`config.mk`:
```
export PLATFORM = sky130hd
export DESIGN_NAME = flash_self_programming_ctrl
export DESIGN_NICKNAME = d
export VERILOG_FILES = /design/src/shared/fspc_pkg.sv /design/src/hw/fspc_timer.sv /design/src/hw/fspc_osc_ctrl.sv /design/src/hw/flash_self_programming_ctrl.sv
export SDC_FILE = /design/constraint.sdc
export NUM_CORES = 1
export LEC_CHECK = 0
export BUFFER_PORTS_ARGS = -buffer_cell sky130_fd_sc_hd__buf_2
export CORE_MARGIN = 2
export CORE_UTILIZATION = 55
export DETAILED_ROUTE_END_ITERATION = 7
export MAX_ROUTING_LAYER = met4
export PLACE_DENSITY = 0.77
export REMOVE_ABC_BUFFERS = 1
export SYNTH_ARGS = -nofsm -noshare
export SYNTH_HDL_FRONTEND = slang
export SYNTH_SLANG_ARGS = --single-unit
```
`constraint.sdc`:
```
create_clock -name core_clk -period 7.05 [get_ports core_clk]
set_clock_uncertainty 0.2 [all_clocks]
set_input_delay 0.705 -clock core_clk [delete_from_list [all_inputs] [get_ports core_clk]]
set_output_delay 0.705 -clock core_clk [all_outputs]
set_load 0.01 [all_outputs]
```
`src/shared/fspc_pkg.sv`:
```
// constants of the flash self-programming controller
package fspc_pkg;
   // register offsets on the plain register port
   localparam logic [7:0] ADDR_LOW_OFS = 8'hA6;
   localparam logic [7:0] ADDR_HIGH_OFS = 8'hA7;
   localparam logic [7:0] COMMAND_OFS = 8'hAF;
   // offsets without a printed address
   localparam logic [7:0] DATA_OFS = 8'hA8;
   localparam logic [7:0] ENABLE_OFS = 8'hA9;
   localparam logic [7:0] TRIGGER_OFS = 8'hAA;
   localparam logic [7:0] STATUS_OFS = 8'hAB;
   // reset values
   localparam logic [7:0] COMMAND_RST = 8'h30;
   localparam logic [7:0] ADDR_HIGH_RST = 8'h00;
   localparam logic [7:0] ADDR_LOW_RST = 8'h00;
   localparam logic [7:0] DATA_RST = 8'hFF;
   localparam logic ENABLE_N_RST = 1'b1;
   // command field positions
   localparam int REGION_HI_POS = 7;
   localparam int REGION_LO_POS = 6;
   localparam int OPER_FLAG_POS = 5;
   localparam int CYCLE_FLAG_POS = 4;
   localparam int CTRL_MSB = 3;
   // trigger key and status bit positions
   localparam logic [7:0] TRIGGER_KEY = 8'h01;
   localparam int STAT_BUSY_POS = 0;
   localparam int STAT_FAIL_POS = 1;
   localparam int STAT_OSC_POS = 2;
   // command codes
   localparam logic [7:0] CMD_READ_ID = 8'h0C;
   localparam logic [7:0] CMD_PAGE_ERASE = 8'h22;
   localparam logic [7:0] CMD_PROGRAM = 8'h21;
   localparam logic [7:0] CMD_READ = 8'h00;
   localparam logic [7:0] CMD_CFG_ERASE = 8'hE2;
   localparam logic [7:0] CMD_CFG_PROGRAM = 8'hE1;
   localparam logic [15:0] CFG_LAST_ADDR = 16'h0003;
   // timing
   localparam int CLK_MHZ = 125;
   localparam int READ_NS = 40;
   localparam int PROG_US = 30;
   localparam int ERASE_US = 5000;
   localparam int OSC_START_NS = 100;
   localparam int READ_CYC = (READ_NS * CLK_MHZ + 999) / 1000;
   localparam int PROG_CYC = PROG_US * CLK_MHZ;
   localparam int ERASE_CYC = ERASE_US * CLK_MHZ;
   localparam int OSC_START_CYC = (OSC_START_NS * CLK_MHZ + 999) / 1000;
   // sequencer states
   typedef enum logic [2:0] {
      FSPC_IDLE = 3'b000,
      FSPC_WAKE = 3'b001,
      FSPC_RUN = 3'b011,
      FSPC_DONE = 3'b010
   } fspc_state_t;
   // operation kinds
   typedef enum logic [2:0] {
      FSPC_OP_NONE,
      FSPC_OP_ID,
      FSPC_OP_ERASE,
      FSPC_OP_PROG,
      FSPC_OP_READ
   } fspc_op_t;
endpackage

```
`src/hw/fspc_timer.sv`:
```
// down counter that times one flash operation
`timescale 1ns/1ps
module fspc_timer
   import fspc_pkg::*;
#(
   parameter int WIDTH = 20
) (
   input wire logic core_clk,
   input wire logic rst,
   input wire logic load,
   input wire logic [WIDTH-1:0] count,
   output logic expired
);
   initial begin
      if (WIDTH < 2) begin
         $error("fspc_timer width too small");
      end
   end
   logic [WIDTH-1:0] remain_ff;
   logic running_ff;
   // load then count down to one, pulse expired at end
   always_ff @(posedge core_clk) begin
      if (rst) begin
         remain_ff <= '0;
         running_ff <= 1'b0;
      end else if (load) begin
         remain_ff <= count;
         running_ff <= 1'b1;
      end else if (running_ff) begin
         remain_ff <= remain_ff - WIDTH'(1);
         if (remain_ff <= WIDTH'(1)) begin
            running_ff <= 1'b0;
         end
      end
   end
   assign expired = running_ff && (remain_ff <= WIDTH'(1));
endmodule

```
`src/hw/fspc_osc_ctrl.sv`:
```
// gate for the timing oscillator and its start-up wait
`timescale 1ns/1ps
module fspc_osc_ctrl
   import fspc_pkg::*;
(
   input wire logic core_clk,
   input wire logic rst,
   input wire logic enable_n,
   output logic osc_run,
   output logic osc_ready
);
   logic [7:0] settle_ff;
   // oscillator runs only while enable is low
   always_ff @(posedge core_clk) begin
      if (rst) begin
         osc_run <= 1'b0;
      end else begin
         osc_run <= ~enable_n;
      end
   end
   // start-up settling count
   always_ff @(posedge core_clk) begin
      if (rst || !osc_run) begin
         settle_ff <= '0;
      end else if (settle_ff < 8'(OSC_START_CYC)) begin
         settle_ff <= settle_ff + 8'h01;
      end
   end
   assign osc_ready = osc_run && (settle_ff >= 8'(OSC_START_CYC));
endmodule

```
`src/hw/flash_self_programming_ctrl.sv`:
```
// flash self-programming controller top with register port and sequencer
//
// Decided for this implementation: strobed register access.
`timescale 1ns/1ps
module flash_self_programming_ctrl
   import fspc_pkg::*;
#(
   parameter int FLASH_AW = 16,
   parameter logic [15:0] DEVICE_ID = 16'hA5C3, // arbitrary value
   parameter int ERASE_CYCLES = ERASE_CYC
) (
   input wire logic core_clk,
   input wire logic rst,
   input wire logic [7:0] regAddr,
   input wire logic [7:0] regWdata,
   input wire logic regWrite,
   input wire logic regRead,
   output logic [7:0] regRdata,
   output logic busy,
   output logic oscEnable,
   output logic flashRegion,
   output logic [FLASH_AW-1:0] flashAddr,
   output logic [7:0] flashWdata,
   output logic flashRead,
   output logic flashProgram,
   output logic flashErase,
   input wire logic [7:0] flashRdata
);
   initial begin
      if (FLASH_AW != 16) begin
         $error("flash address width must be 16");
      end
      if (ERASE_CYCLES < 2 || ERASE_CYCLES >= (1 << 20)) begin
         $error("erase cycle count out of range");
      end
   end

   ////////////////////////////////////////////////////////////////////
   // register file
   logic [7:0] command_ff;
   logic [7:0] addrHigh_ff;
   logic [7:0] addrLow_ff;
   logic [7:0] data_ff;
   logic enableN_ff;
   logic fail_ff;
   logic busy_ff;
   fspc_state_t state_ff;
   fspc_op_t op_ff;
   fspc_op_t reqOp;
   logic oscRun;
   logic oscReady;
   logic timerLoad;
   logic timerDone;
   logic [19:0] timerCount;
   logic opDone;
   logic trigger;

   assign trigger = regWrite && regAddr == TRIGGER_OFS && regWdata == TRIGGER_KEY;

   // software writes; frozen while an operation is in flight
   always_ff @(posedge core_clk) begin
      if (rst) begin
         command_ff <= COMMAND_RST;
         addrHigh_ff <= ADDR_HIGH_RST;
         addrLow_ff <= ADDR_LOW_RST;
      end else if (regWrite && !busy_ff) begin
         unique case (regAddr)
            COMMAND_OFS: command_ff <= regWdata;
            ADDR_HIGH_OFS: addrHigh_ff <= regWdata;
            ADDR_LOW_OFS: addrLow_ff <= regWdata;
            default: ;
         endcase
      end
   end

   // enable write; also taken while waking so that a disable aborts
   always_ff @(posedge core_clk) begin
      if (rst) begin
         enableN_ff <= ENABLE_N_RST;
      end else if (regWrite && regAddr == ENABLE_OFS && (!busy_ff || state_ff == FSPC_WAKE)) begin
         enableN_ff <= regWdata[0];
      end
   end

   // command decode into an operation kind
   function automatic fspc_op_t decode_op(input logic [7:0] cmd, input logic [15:0] adr);
      fspc_op_t op;
      op = FSPC_OP_NONE;
      unique case (cmd)
         CMD_READ_ID: if (adr <= 16'h0001) op = FSPC_OP_ID;
         CMD_PAGE_ERASE: op = FSPC_OP_ERASE;
         CMD_PROGRAM: op = FSPC_OP_PROG;
         CMD_READ: op = FSPC_OP_READ;
         CMD_CFG_ERASE: if (adr == 16'h0000) op = FSPC_OP_ERASE;
         CMD_CFG_PROGRAM: if (adr <= CFG_LAST_ADDR) op = FSPC_OP_PROG;
         default: op = FSPC_OP_NONE;
      endcase
      return op;
   endfunction

   // operation that a trigger in this cycle would start
   assign reqOp = decode_op(command_ff, {addrHigh_ff, addrLow_ff});

   ////////////////////////////////////////////////////////////////////
   // oscillator and operation timer
   fspc_osc_ctrl u_osc (
      .core_clk(core_clk),
      .rst(rst),
      .enable_n(enableN_ff),
      .osc_run(oscRun),
      .osc_ready(oscReady)
   );

   fspc_timer #(
      .WIDTH(20)
   ) u_timer (
      .core_clk(core_clk),
      .rst(rst),
      .load(timerLoad),
      .count(timerCount),
      .expired(timerDone)
   );

   // duration for the current operation
   always_comb begin
      unique case (op_ff)
         FSPC_OP_ERASE: timerCount = 20'(ERASE_CYCLES);
         FSPC_OP_PROG: timerCount = 20'(PROG_CYC);
         default: timerCount = 20'(READ_CYC);
      endcase
   end

   ////////////////////////////////////////////////////////////////////
   // sequencer
   assign timerLoad = (state_ff == FSPC_WAKE) && oscReady;
   assign opDone = (state_ff == FSPC_RUN) && timerDone;

   // state walk: idle, wake oscillator, run, done
   always_ff @(posedge core_clk) begin
      if (rst) begin
         state_ff <= FSPC_IDLE;
         op_ff <= FSPC_OP_NONE;
      end else begin
         unique case (state_ff)
            FSPC_IDLE: begin
               if (trigger && !enableN_ff) begin
                  op_ff <= reqOp;
                  if (reqOp != FSPC_OP_NONE) begin
                     state_ff <= FSPC_WAKE;
                  end
               end
            end
            FSPC_WAKE: begin
               if (enableN_ff) begin
                  state_ff <= FSPC_IDLE;
               end else if (oscReady) begin
                  state_ff <= FSPC_RUN;
               end
            end
            FSPC_RUN: if (timerDone) state_ff <= FSPC_DONE;
            FSPC_DONE: state_ff <= FSPC_IDLE;
            default: state_ff <= FSPC_IDLE;
         endcase
      end
   end

   // busy from trigger until data register is valid
   always_ff @(posedge core_clk) begin
      if (rst) begin
         busy_ff <= 1'b0;
      end else if (state_ff == FSPC_IDLE && trigger && !enableN_ff &&
                   reqOp != FSPC_OP_NONE) begin
         busy_ff <= 1'b1;
      end else if (state_ff == FSPC_DONE || (state_ff == FSPC_WAKE && enableN_ff)) begin
         busy_ff <= 1'b0;
      end
   end

   // sticky fail on a refused trigger; set wins over clear
   always_ff @(posedge core_clk) begin
      if (rst) begin
         fail_ff <= 1'b0;
      end else if (state_ff == FSPC_IDLE && trigger &&
                   (enableN_ff || reqOp == FSPC_OP_NONE)) begin
         fail_ff <= 1'b1;
      end else if (regWrite && regAddr == STATUS_OFS && regWdata[STAT_FAIL_POS]) begin
         fail_ff <= 1'b0;
      end
   end

   // data register: software write or read result
   always_ff @(posedge core_clk) begin
      if (rst) begin
         data_ff <= DATA_RST;
      end else if (opDone && op_ff == FSPC_OP_ID) begin
         data_ff <= addrLow_ff[0] ? DEVICE_ID[15:8] : DEVICE_ID[7:0];
      end else if (opDone && op_ff == FSPC_OP_READ) begin
         data_ff <= flashRdata;
      end else if (regWrite && regAddr == DATA_OFS && !busy_ff) begin
         data_ff <= regWdata;
      end
   end

   ////////////////////////////////////////////////////////////////////
   // flash array strobes, all registered
   always_ff @(posedge core_clk) begin
      if (rst) begin
         flashRead <= 1'b0;
         flashProgram <= 1'b0;
         flashErase <= 1'b0;
         flashAddr <= '0;
         flashWdata <= 8'h00;
         flashRegion <= 1'b0;
      end else begin
         flashRead <= (state_ff == FSPC_RUN) && op_ff == FSPC_OP_READ;
         flashProgram <= (state_ff == FSPC_RUN) && op_ff == FSPC_OP_PROG;
         flashErase <= (state_ff == FSPC_RUN) && op_ff == FSPC_OP_ERASE;
         flashAddr <= {addrHigh_ff, addrLow_ff};
         flashWdata <= data_ff;
         flashRegion <= command_ff[REGION_HI_POS] & command_ff[REGION_LO_POS];
      end
   end

   // outputs of busy and oscillator
   always_ff @(posedge core_clk) begin
      if (rst) begin
         busy <= 1'b0;
         oscEnable <= 1'b0;
      end else begin
         busy <= busy_ff;
         oscEnable <= oscRun;
      end
   end

   ////////////////////////////////////////////////////////////////////
   // read port, data one cycle after the strobe
   always_ff @(posedge core_clk) begin
      if (rst) begin
         regRdata <= 8'h00;
      end else if (regRead) begin
         unique case (regAddr)
            COMMAND_OFS: regRdata <= command_ff;
            ADDR_HIGH_OFS: regRdata <= addrHigh_ff;
            ADDR_LOW_OFS: regRdata <= addrLow_ff;
            DATA_OFS: regRdata <= data_ff;
            ENABLE_OFS: regRdata <= {7'h00, enableN_ff};
            STATUS_OFS: regRdata <= {5'h00, oscRun, fail_ff, busy_ff};
            default: regRdata <= 8'h00;
         endcase
      end else begin
         regRdata <= 8'h00;
      end
   end

   ////////////////////////////////////////////////////////////////////
   // checks
   enable_osc_a: assert property (@(posedge core_clk) disable iff (rst)
      $fell(enableN_ff) |=> ##1 oscEnable)
      else $error("oscillator not started after enable");
   disable_osc_a: assert property (@(posedge core_clk) disable iff (rst)
      $rose(enableN_ff) |=> ##1 !oscEnable)
      else $error("oscillator not stopped after disable");
   trigger_only_a: assert property (@(posedge core_clk) disable iff (rst)
      $rose(busy_ff) |-> $past(trigger))
      else $error("operation began without trigger");
   id_low_a: assert property (@(posedge core_clk) disable iff (rst)
      opDone && op_ff == FSPC_OP_ID && !addrLow_ff[0] |=> data_ff == DEVICE_ID[7:0])
      else $error("identifier low byte wrong");
   read_data_a: assert property (@(posedge core_clk) disable iff (rst)
      opDone && op_ff == FSPC_OP_READ |=> data_ff == $past(flashRdata))
      else $error("read data not captured");
   program_strobe_a: assert property (@(posedge core_clk) disable iff (rst)
      state_ff == FSPC_RUN && op_ff == FSPC_OP_PROG |=> flashProgram)
      else $error("program strobe missing");
   erase_strobe_a: assert property (@(posedge core_clk) disable iff (rst)
      state_ff == FSPC_RUN && op_ff == FSPC_OP_ERASE |=> flashErase)
      else $error("erase strobe missing");
   addr_join_a: assert property (@(posedge core_clk) disable iff (rst)
      1'b1 |=> flashAddr == {$past(addrHigh_ff), $past(addrLow_ff)})
      else $error("address bytes not joined");
   cfg_region_a: assert property (@(posedge core_clk) disable iff (rst)
      command_ff == CMD_CFG_ERASE |=> flashRegion)
      else $error("configuration region not selected");
   cfg_range_a: assert property (@(posedge core_clk) disable iff (rst)
      state_ff == FSPC_IDLE && trigger && command_ff == CMD_CFG_PROGRAM &&
      {addrHigh_ff, addrLow_ff} > CFG_LAST_ADDR |=> !busy_ff)
      else $error("configuration byte beyond range accepted");
   cmd_reset_a: assert property (@(posedge core_clk) disable iff (rst)
      $past(rst) |-> command_ff[OPER_FLAG_POS] && command_ff[CYCLE_FLAG_POS])
      else $error("command reset value wrong");
   read_done_a: assert property (@(posedge core_clk) disable iff (rst)
      $rose(busy_ff) && op_ff == FSPC_OP_READ |-> ##[1:40] !busy_ff)
      else $error("read operation too long");

   id_high_a: assert property (@(posedge core_clk) disable iff (rst)
      opDone && op_ff == FSPC_OP_ID && addrLow_ff[0] |=> data_ff == DEVICE_ID[15:8])
      else $error("identifier high byte wrong");
   read_strobe_a: assert property (@(posedge core_clk) disable iff (rst)
      state_ff == FSPC_RUN && op_ff == FSPC_OP_READ |=> flashRead)
      else $error("read strobe missing");
   idle_quiet_a: assert property (@(posedge core_clk) disable iff (rst)
      state_ff == FSPC_IDLE |=> !flashRead && !flashProgram && !flashErase)
      else $error("flash strobe without operation");
   main_region_a: assert property (@(posedge core_clk) disable iff (rst)
      state_ff == FSPC_RUN && !command_ff[REGION_HI_POS] |=> !flashRegion)
      else $error("main area operation marked as configuration");
   fail_set_a: assert property (@(posedge core_clk) disable iff (rst)
      state_ff == FSPC_IDLE && trigger && enableN_ff |=> fail_ff && !busy_ff)
      else $error("trigger while disabled not refused");
   wake_abort_a: assert property (@(posedge core_clk) disable iff (rst)
      state_ff == FSPC_WAKE && enableN_ff |=> state_ff == FSPC_IDLE && !busy_ff)
      else $error("disable while waking did not abort");
   frozen_cmd_a: assert property (@(posedge core_clk) disable iff (rst)
      busy_ff && regWrite && regAddr == COMMAND_OFS |=> $stable(command_ff))
      else $error("command changed during operation");

   // cycles spent in the run state, for the duration check
   logic [19:0] runCount_ff;
   always_ff @(posedge core_clk) begin
      if (rst || state_ff != FSPC_RUN) begin
         runCount_ff <= '0;
      end else begin
         runCount_ff <= runCount_ff + 20'h00001;
      end
   end
   erase_len_a: assert property (@(posedge core_clk) disable iff (rst)
      opDone && op_ff == FSPC_OP_ERASE |-> runCount_ff == 20'(ERASE_CYCLES - 1))
      else $error("erase duration wrong");

   read_c: cover property (@(posedge core_clk) opDone && op_ff == FSPC_OP_READ);
   prog_c: cover property (@(posedge core_clk) opDone && op_ff == FSPC_OP_PROG);
   id_c: cover property (@(posedge core_clk) opDone && op_ff == FSPC_OP_ID);
   fail_c: cover property (@(posedge core_clk) $rose(fail_ff));
   abort_c: cover property (@(posedge core_clk) state_ff == FSPC_WAKE && enableN_ff);
endmodule

```
# Word-level counts from Yosys, hierarchy flattened
# Cells that the tools add are included.
classes:
  addsub: 2
  magnitude_cmp: 5
  eq_ne: 24
  mux: 25
  bitwise_logic: 3
  n_reduce_logical: 46
op_table:
  columns: ["op", "n"]
  rows:
  - ["$eq 8x8->1 const B", 9]
  - ["$pmux 8 s6", 1]
  - ["$mux 20", 2]
  - ["$pmux 20 s2", 1]
  - ["$logic_and 1x1->1", 24]
  - ["$mux 8", 3]
  - ["$le 20x1->1 const B", 1]
  - ["$sub 20x1->20 const B", 1]
  - ["$pmux 3 s6", 1]
  - ["$eq 8x6->1 const B", 2]
  - ["$le 16x1->1 const B", 1]
  - ["$le 16x2->1 const B", 1]
  - ["$logic_not 16->1", 1]
  - ["$mux 3", 5]
  - ["$eq 3x2->1 const B", 4]
  - ["$pmux 3 s3", 1]
  - ["$add 8x1->8 const B", 1]
  - ["$eq 8x1->1 const B", 1]
  - ["$eq 8x4->1 const B", 1]
  - ["$ge 8x4->1 const B", 1]
  - ["$logic_not 8->1", 1]
  - ["$lt 8x4->1 const B", 1]
  - ["$mux 1", 8]
  - ["$reduce_and 2->1", 4]
  - ["other kinds (15)", 29]
word_totals:
  register_bits: 109
  out_inout_bits: 38
  word_cells: 127

# Longest topological paths before layout
# Gate-level depths: netlist of run 1.
depth:
  depth_word: 7
  ltp_mapped: 8
  depth_no_buf: 7

# Modules after synthesis
# From an unflattened synthesis of run 1, not the netlist that was laid out.
hier_totals:
  hier_cells: 540
  hier_area_um2: 4907.2
modules_own_cells:
  columns: ["module", "instances", "cells_each", "area_per_inst_um2", "seq_area_each_um2"]
  rows:
  - ["flash_self_programming_ctrl", 1, 348, 3255.6, 1561.5]
  - ["fspc_timer", 1, 150, 1251.2, 420.4]
  - ["fspc_osc_ctrl", 1, 42, 400.4, 180.2]

# Least setup slack after synthesis of run 1
# Ideal clock, no wire load.
synth_timing:
  kind: "input to register"
  from: "input port regAddr[4]"
  to: "register command_ff[0]"
  arrival_ns: 2.212
  slack_ns: 4.511
  stages: 8
  n_path_buf: 3
  path_cell_list: "nor4bb_1 > clkbuf_1 > and4_1 > clkbuf_1 > nor2b_1 > buf_2 > mux2i_1 > nor2_1"
synth_between:
  elab_chain_len: 2
synth_lines:
  columns: ["item", "line", "text"]
  rows:
  - ["start, declared", "flash_self_programming_ctrl.sv:14", "input wire logic [7:0] regAddr,"]
  - ["$eq 8x8->1", "flash_self_programming_ctrl.sv:67", "unique case (regAddr)"]
  - ["$reduce_and 2->1 (no line)", null, null]
  - ["end signal, assigned", "flash_self_programming_ctrl.sv:68", "COMMAND_OFS: command_ff <= regWdata;"]
  - ["end, declared", "flash_self_programming_ctrl.sv:40", "logic [7:0] command_ff;"]
# Every way passes these cells.
# A chain may end at the register's enable or synchronous reset.

# Worst setup path in the final report of run 1
layout_timing:
  from: "register u_osc.settle_ff[0]"
  to: "register u_timer.remain_ff[3]"
layout_between:
  elab_chain_len: 4
layout_lines:
  columns: ["item", "line", "text"]
  rows:
  - ["start, declared", "fspc_osc_ctrl.sv:12", "logic [7:0] settle_ff;"]
  - ["start signal, assigned", "fspc_osc_ctrl.sv:26", "settle_ff <= settle_ff + 8'h01;"]
  - ["$ge 8x4->1 (*)", "fspc_osc_ctrl.sv:29", "assign osc_ready = osc_run && (settle_ff >= 8'(OSC_START_CYC));"]
  - ["$logic_and 1x1->1 (*)", "fspc_osc_ctrl.sv:29", null]
  - ["$logic_and 1x1->1 (*)", "flash_self_programming_ctrl.sv:135", "assign timerLoad = (state_ff == FSPC_WAKE) && oscReady;"]
  - ["$mux 20 / $reduce_bool 2->1 (equally long branches)", null, null]
  - ["end signal, assigned", "fspc_timer.sv:27", "remain_ff <= count;"]
  - ["end signal, assigned", "fspc_timer.sv:30", "remain_ff <= remain_ff - WIDTH'(1);"]
  - ["end, declared", "fspc_timer.sv:19", "logic [WIDTH-1:0] remain_ff;"]
# Mark *: on every way between the ends. The rest lies on a longest branch, timed or not.

==> flow_summary.yaml, run 1 <==
detailed_routing:
  firstDrtPassIters: 5
  postRouteAntennaNets: 0
  drt-total-wl_mm: 11.6
  drt_iter0_drc: 276
  avgRoutedWirePerCell_um: 17.3
  drcViolationCount: 0
  vias_per_cell: 5.94
  vias: 3996
floorplan:
  io_pins: 66
  rows: 33
  coreArea_um2: 8220
  start_util: 0.566
  die_h_um: 96.0
  dieWidth_um: 96.0
  die-area_um2: 9210
critical_path:
  cp-start-kind: "register"
  cp.required_ns: 7.09
  crit_path_end_kind: "register"
  crit_type: "reg2reg"
  cp_max_fo: 15
  crit_chain: "inv_1 -> ha_1 -> nor2b_1 -> o21ai_0 -> nand3_1 -> o21bai_1 -> a31oi_1"
  reg2reg_depth: 7
  slowest_delay_ns: 0.63
  slowest_stage: "o21bai_1"
  worstPathArrival_ns: 2.77
yosys:
  synth-edff-count: 0
  synth_compound_area_frac: 0.134
  synth_fa_ha_area_frac: 0.0135
  synth_area_leaders: "dfxtp_1 (46%), mux2i_1 (6.0%), nor2b_1 (5.0%)"
  syn_inst: 505
  synth_mux_area_frac: 0.0651
  yosys.area.top_type_share: 0.465
  synthArstFlopShare: 0
  synthesis.area_um2: 4650
  synth_simple_gate_area_frac: 0.258
  ys.flop_type: "dfxtp_1"
  synth_area_leader_cell: "dfxtp_1"
  synth_seq_cells: 108
  yosysSeqAreaShare: 0.465
  yosysMostFrequentCell: "dfxtp_1"
  synth_common_cells: "dfxtp_1 (108), nor2_1 (50), nor2b_1 (37), nand2_1 (36), mux2i_1 (28)"
  yosysWarnings: 0
  synth-xor-area-share: 0.0377
  ys_types: 61
  synth_area_per_cell_um2: 9.21
  synth_top_family_by_area: "simple AND/OR/NAND/NOR gates"
timing:
  setup_violations: 0
  fmax_mhz: 366
  rsz0062_at_grt: "false"
  fin_setup_tns_ns: 0
  drv_slew: 0
  slew_headroom: 0.362
  hold_viol_final: 0
  min_period_ns: 2.73
  post-route-period-util: 0.388
  tightest_slew_ns: 0.950
min_path:
  hold_path_class: "reg2reg"
  whs_path_depth: 1
grt:
  grt_max_degree: 78
  antenna_found_initial: 0
  overflow: 0
  grt_pass1_vias: 3576
  grt_pass1_wl_mm: 17.9
  grtUsageTotal: 0.264
clock_network:
  holdBufCountCts: 0
  tritoncts: "yes"
  insertion_delay_ns: 0.38
  clk_pin_slew_ns: 0.10
  cts_buffers: 9
  numClockSinks: 108
  clockBufferDepth: 2
  cts.root.buffer_cell: "clkbuf_8"
  cts_resized: 0
  post-cts-setup-buffers: 0
  htree_levels: 3
cells_and_area:
  layout-drive-gt1-share: 0.164
  multi_input_area_um2: 2370
  antenna_cells: 0
  layoutNonFillerInstCount: 673
  final_nets: 596
  fillCellCount: 709
  syn2layout_area_growth_pct: 13.4
  regArea_um2: 2160
  fin_area_um2: 5280
place:
  globalplace.congestion: 0.881
  hpwl_mm: 8.32
  port_buffers: 65
  dpl.cell_count: 657
  place_area_um2: 5040
pwr:
  max-vdd-ir-drop_mv: 0.112
  power_density_nw_per_um2: 206
  p_leak_nw: 1.98
outcome:
  outcome: "finished clean"
run:
  drv_cap: 0
per-layer routing:
metal | share of wire | GRT usage | vias to the layer above
met1 | 0.46 | 0.375 | 1872
met4 | 0.019 | 0.0833 | 0
li1 | - | - | 1929
met3 | 0.073 | 0.0454 | 22
met2 | 0.45 | 0.382 | 173
met5 | 0 | - | -
worst max-delay path: cells and delay by family (launching register included):
kind	cells	cell delay (ns)
AO/OA/AOI/OAI	3	1.06
buffers and inverters	1	0.07
adder cells (fa/ha/maj)	1	0.20
flip-flops	1	0.44
AND/OR/NAND/NOR	2	0.63
registers in the layout, summed over array words and instances (netlist names), 2 cells and up:
name	cells
addrLow_ff	8
u_osc.settle_ff	8
state_ff	2
op_ff	3
flashAddr	16
regRdata	8
command_ff	8
flashWdata	8
addrHigh_ff	8
data_ff	8
u_timer.remain_ff	20
power by group:
group | internal [mW] | switching (mW)
combinational | 0.0139 | 0.0278
sequential | 0.613 | 0.000809
clock | 0.206 | 0.226
total | 0.833 | 0.254
path summary, 6_finish.rpt:
check / start / to / slack [ns]
worst max register to register: u_osc.settle_ff[0] / u_timer.remain_ff[3] / 4.32
worst min-delay path: u_osc.settle_ff[7] / u_osc.settle_ff[7] / 0.27
worst max-delay path: u_osc.settle_ff[0] / u_timer.remain_ff[3] / 4.32
worst min register to register: u_osc.settle_ff[7] / u_osc.settle_ff[7] / 0.27
through the flow:
| stage | util | setup slack [ns] | hold slack (ns) | power (mW) |
|---|---|---|---|---|
| 3_5_place_dp | 0.614 | 3.99 | 0.249 | 0.669 |
| 6_report | 0.642 | 4.32 | 0.272 | 1.09 |
| 3_3_place_gp | 0.614 | 4.08 | 0.245 | 0.669 |
| 4_1_cts | 0.642 | 4.36 | 0.278 | 1.09 |
| 5_1_grt | 0.642 | 4.10 | 0.292 | 1.12 |
| 2_1_floorplan | - | 4.04 | 0.231 | 0.641 |
logic make-up after synthesis:
| logic type | Yosys count |
|---|---|
| buf+inv | 32 |
| compound gates | 91 |
| fa+ha+maj | 5 |
| xor+xnor | 20 |
| flops | 108 |
| simple gates | 219 |
| mux | 30 |
layout make-up:
class / count / share of cell area
Sequential cell: 108 / 0.410
Timing Repair Buffer: 67 / 0.0645
Inverter: 12 / 0.00854
Clock inverter: 7 / 0.0202
Clock buffer: 9 / 0.0235
Multi-Input combinational cell: 365 / 0.449
Tap cell: 105 / 0.0249
cells in the final DEF, fill, tap and decap left out, types with 3 or more instances in the layout:
master / count
nand3_1: 14
xor2_1: 6
clkbuf_8: 9
a222oi_1: 8
and2_1: 5
or3_1: 4
o21ai_0: 15
a221o_1: 3
nor2_1: 50
and3_1: 3
o21a_1: 3
a31oi_1: 6
nor4b_1: 3
or4_1: 3
nor4_1: 13
a21oi_1: 25
nand2_1: 36
xnor2_1: 14
nor2b_1: 37
buf_2: 65
inv_1: 12
dfxtp_1: 108
nor3_1: 18
ha_1: 5
a21boi_0: 5
mux2i_1: 28
nand4_1: 4
o211ai_1: 4
o31ai_1: 3
nand2b_1: 12
Note: power is estimated with default switching activity, not from simulation.
==> run 2, diff against run 1 <==
==> constraint.sdc (replaced) <==
create_clock -name core_clk -period 2.7 [get_ports core_clk]
set_clock_uncertainty 0.2 [all_clocks]
set_input_delay 0.27 -clock core_clk [delete_from_list [all_inputs] [get_ports core_clk]]
set_output_delay 0.27 -clock core_clk [all_outputs]
set_load 0.01 [all_outputs]
==> run 2 against run 1 <==
Effect of this change:
- sequential share of layout area fell by 0.72 points
- final cell count rose by 2.1%
- maximum frequency increased by 12%
- routed wire length up 0.18%
- highest routed layer unchanged
==> flow_summary.yaml, run 2 (synthesis gave the netlist of run 1 again) <==
detailed_routing:
  firstDrtPassIters: 5
  drt-total-wl_mm: 11.7
  vias_per_cell: 5.89
  vias: 4049
  postRouteAntennaNets: 0
  avgRoutedWirePerCell_um: 17.0
  drcViolationCount: 0
  drt_iter0_drc: 335
cells_and_area:
  fillCellCount: 713
  layoutNonFillerInstCount: 687
  max_flop_register: "u_timer.remain_ff"
  final_nets: 610
  final_cell_mix: "dfxtp_1 (108), buf_2 (65), nor2_1 (50), nor2b_1 (37), nand2_1 (36)"
  largest_reg_flops: 20
  regArea_um2: 2160
  syn2layout_area_growth_pct: 15.4
  antenna_cells: 0
  layout-drive-gt1-share: 0.179
  reg.largest.list: "u_timer.remain_ff x20, flashAddr x16"
  final_common_cell: "dfxtp_1"
  multi_input_area_um2: 2370
place:
  dpl.cell_count: 668
  hpwl_mm: 8.62
  globalplace.congestion: 0.958
  port_buffers: 65
timing:
  drv_slew: 0
  fmax_mhz: 412
  post-route-period-util: 0.900
  hold_viol_final: 0
  fin_setup_tns_ns: 0
  min_period_ns: 2.43
  rsz0062_at_grt: "false"
  slew_headroom: 0.566
  setup_violations: 0
  tightest_slew_ns: 0.641
clock_network:
  clk_pin_slew_ns: 0.11
  cts_buffers: 9
  tritoncts: "yes"
  clockBufferDepth: 2
  cts_resized: 0
  htree_levels: 3
  cts.root.buffer_cell: "clkbuf_8"
  holdBufCountCts: 3
  post-cts-setup-buffers: 0
  insertion_delay_ns: 0.39
  numClockSinks: 108
floorplan:
  die-area_um2: 9210
  rows: 33
  coreArea_um2: 8220
  dieWidth_um: 96.0
  io_pins: 66
  die_h_um: 96.0
  start_util: 0.566
pwr:
  power_density_nw_per_um2: 506
  p_leak_nw: 2.04
  max-vdd-ir-drop_mv: 0.272
critical_path:
  crit_path_end_kind: "register"
  worstReg2RegStart: "u_timer.remain_ff[11]"
  cp-start-kind: "register"
  cp_max_fo: 5
  cp-startpoint: "u_timer.remain_ff[11]"
  worstPathArrival_ns: 2.54
  cp.required_ns: 2.81
  r2r_slack_ns: 0.27
  reg2reg_depth: 5
  crit_type: "reg2reg"
  regToRegEndpoint: "u_timer.remain_ff[17]"
min_path:
  min_from: "flashRdata[0]"
  whs_path_depth: 3
  hold_path_class: "in2reg"
  min_delay_worst_endpoint: "data_ff[0]"
grt:
  grt-busiest-layer: "met2"
  gr-usage-met2: 0.402
  use_met1: 0.373
  grt_pass1_wl_mm: 18.6
  grt_pass1_vias: 3766
  overflow: 0
  antenna_found_initial: 0
  grtUsageTotal: 0.272
  use_met3: 0.0423
  grt_max_degree: 52
outcome:
  outcome: "finished clean"
run:
  drv_cap: 0
## run 2: how the worst max path moves through the flow
stage | endpoint | slack (ns) | cells after the start
after global placement | u_timer.remain_ff[17] | 0.34 | 5
after floorplan | command_ff[4] | 0.13 | 5
after global routing | u_timer.remain_ff[17] | 0.21 | 5
after CTS | u_timer.remain_ff[17] | 0.27 | 5
after detailed placement | u_timer.remain_ff[17] | 0.31 | 5
final | u_timer.remain_ff[17] | 0.27 | 5
## run 2: stage by stage
| stage | cell area [um^2] | worst slack, ns | utilization | hold WS (ns) | total power, mW |
|---|---|---|---|---|---|
| floorplan | 4570 | 0.129 | - | 0.137 | 1.67 |
| finish | 5370 | 0.270 | 0.653 | 0.0225 | 2.72 |
| detailed placement | 5130 | 0.313 | 0.624 | 0.251 | 1.75 |
| CTS | 5370 | 0.274 | 0.653 | 0.0208 | 2.73 |
| global placement | 5130 | 0.341 | 0.624 | 0.246 | 1.75 |
| global route | 5370 | 0.210 | 0.653 | 0.0282 | 2.81 |
## run 2: cell type report
type	count	area share
tap	105	0.0245
inverter	12	0.00839
sequential	108	0.403
timing repair buffer	81	0.0844
multi-input combinational	365	0.441
clock inverter	7	0.0163
clock buffer	9	0.0231
## run 2: layer usage
layer / wire length (um) / vias up / share of wire
met5: 0 / - / 0
met4: 259 / 0 / 0.022
met3: 789 / 24 / 0.068
met2: 5320 / 146 / 0.46
met1: 5300 / 1909 / 0.45
li1: - / 1970 / -
## run 2: power by group
| group | internal [mW] | leakage [nW] | total (mW) | switching (mW) |
|---|---|---|---|---|
| Combinational | 0.0393 | 1.07 | 0.113 | 0.0740 |
| Clock | 0.375 | 0.102 | 1.00 | 0.628 |
| Sequential | 1.60 | 0.873 | 1.60 | 0.00222 |
## run 2: worst max-delay path, cell delays in order, from the launching register on
cell,delay [ns]
dfxtp_1,0.36
or3_1,0.40
or2_1,0.26
or4_4,0.51
or4b_1,0.48
a21oi_1,0.15
==> run 3, diff against run 2 <==
--- a/config.mk
+++ b/config.mk
@@ -11,7 +11,6 @@
 export DETAILED_ROUTE_END_ITERATION = 7
 export MAX_ROUTING_LAYER = met4
 export PLACE_DENSITY = 0.77
-export REMOVE_ABC_BUFFERS = 1
 export SYNTH_ARGS = -nofsm -noshare
 export SYNTH_HDL_FRONTEND = slang
 export SYNTH_SLANG_ARGS = --single-unit
==> run 3 against run 2 <==
Effect of this change:
- critical path depth unchanged
- maximum frequency grew 0.32%
- register-to-register slack hardly changed
- power up 2.2%
==> flow_summary.yaml, run 3 (synthesis gave the netlist of run 1 again) <==
clock_network:
  cts.root.buffer_cell: "clkbuf_8"
  insertion_delay_ns: 0.38
  numClockSinks: 108
  htree_levels: 3
  clk_pin_slew_ns: 0.10
  cts_buffers: 9
  clockBufferDepth: 2
  tritoncts: "yes"
grt:
  grtUsageTotal: 0.274
  grt_pass1_vias: 3768
  grt_max_degree: 41
  grt_pass1_wl_mm: 18.8
  overflow: 0
  antenna_found_initial: 0
critical_path:
  cp-start-kind: "register"
  regToRegEndpoint: "u_timer.remain_ff[17]"
  crit_type: "reg2reg"
  cp.required_ns: 2.82
  reg2reg_depth: 5
  r2r_slack_ns: 0.28
  cp_max_fo: 5
  crit_path_end_kind: "register"
  worstReg2RegStart: "u_timer.remain_ff[11]"
  worstPathArrival_ns: 2.54
cells_and_area:
  final_nets: 611
  utilization: 0.655
  regArea_um2: 2160
  largest_reg_flops: 20
  final_cell_mix: "dfxtp_1 (108), buf_2 (65), nor2_1 (50), nor2b_1 (37), nand2_1 (36)"
  multi_input_area_um2: 2370
  syn2layout_area_growth_pct: 15.7
  antenna_cells: 0
  max_flop_register: "u_timer.remain_ff"
  reg.largest.list: "u_timer.remain_ff x20, flashAddr x16"
  layout-drive-gt1-share: 0.180
  fillCellCount: 723
  final_common_cell: "dfxtp_1"
floorplan:
  die-area_um2: 9210
  io_pins: 66
  die_h_um: 96.0
  rows: 33
  coreArea_um2: 8220
  dieWidth_um: 96.0
  start_util: 0.566
detailed_routing:
  avgRoutedWirePerCell_um: 16.8
  vias_per_cell: 5.88
  drcViolationCount: 0
  firstDrtPassIters: 6
  drt_iter0_drc: 266
  postRouteAntennaNets: 0
  drt-total-wl_mm: 11.5
  vias: 4048
place:
  globalplace.congestion: 0.952
  port_buffers: 65
  hpwl_mm: 8.33
timing:
  fin_setup_tns_ns: 0
  min_period_ns: 2.42
  fmax_mhz: 413
  drv_slew: 0
  setup_violations: 0
  hold_viol_final: 0
  rsz0062_at_grt: "false"
  slew_headroom: 0.538
  tightest_slew_ns: 0.684
  post-route-period-util: 0.897
min_path:
  min_delay_worst_endpoint: "data_ff[0]"
  whs_path_depth: 3
  hold_path_class: "in2reg"
  min_from: "flashRdata[0]"
outcome:
  outcome: "finished clean"
run:
  drv_cap: 0
pwr:
  max-vdd-ir-drop_mv: 0.307
  p_leak_nw: 2.06
  power_density_nw_per_um2: 516
yosys:
  syn-num-nets: 538
run 3: cell count changes in the layout (fill, tap and decap cells not counted), sizes merged:
cell,before,now
clkbuf,9,10
clkinvlp,1,0
clkinv,3,2
buf,78,79
bufinv,0,1
run 3: cell type report:
class | instances | area share
multi-input combinational | 365 | 0.440
clock inverter | 6 | 0.0146
inverter | 12 | 0.00837
clock buffer | 10 | 0.0256
timing repair buffer | 82 | 0.0856
sequential | 108 | 0.402
tap | 105 | 0.0244
run 3: power by group:
group / internal (mW) / leakage (nW) / total (mW) / switching [mW]
clock: 0.474 / 0.111 / 1.07 / 0.593
combinational: 0.0392 / 1.07 / 0.110 / 0.0710
sequential: 1.60 / 0.873 / 1.60 / 0.00220
run 3: worst max-delay path, stage by stage, from the launching register on:
cell and delay, ns:
dfxtp_1 0.36, or3_1 0.40, or2_1 0.26, or4_4 0.52, or4b_1 0.48, a21oi_1 0.15
run 3: repair_timing:
item                                   CTS  global route
endpoints found under the hold margin    3             0
gates resized for setup                  0             0
setup buffers                            0             0
hold buffers                             3             0
run 3: how the worst max path moves through the flow:
stage / start / end / slack (ns)
after floorplan: u_timer.remain_ff[4] / data_ff[0] / 0.39
after global placement: u_timer.remain_ff[11] / u_timer.remain_ff[17] / 0.35
after detailed placement: u_timer.remain_ff[11] / u_timer.remain_ff[17] / 0.33
after CTS: u_timer.remain_ff[11] / u_timer.remain_ff[17] / 0.29
after global routing: u_timer.remain_ff[11] / u_timer.remain_ff[17] / 0.15
final: u_timer.remain_ff[11] / u_timer.remain_ff[17] / 0.28
run 3: per-stage QoR:
stage	total power [mW]	cells	setup slack (ns)	instance area [um^2]	hold slack, ns
after floorplan	1.69	505	0.390	4650	0.191
after global placement	1.74	669	0.351	5130	0.245
after detailed placement	1.74	669	0.327	5130	0.258
after CTS	2.79	688	0.289	5380	0.0165
after global routing	2.87	688	0.147	5380	0.0511
final	2.78	688	0.278	5380	0.0307
run 3: per-layer routing:
layer  global-route usage  wire [um]  up-vias
met3               0.0399        770       15
li1                     -          -     1961
met1                0.391       5400     1918
met4               0.0810        166        0
met5                    -          0        -
met2                0.406       5190      154
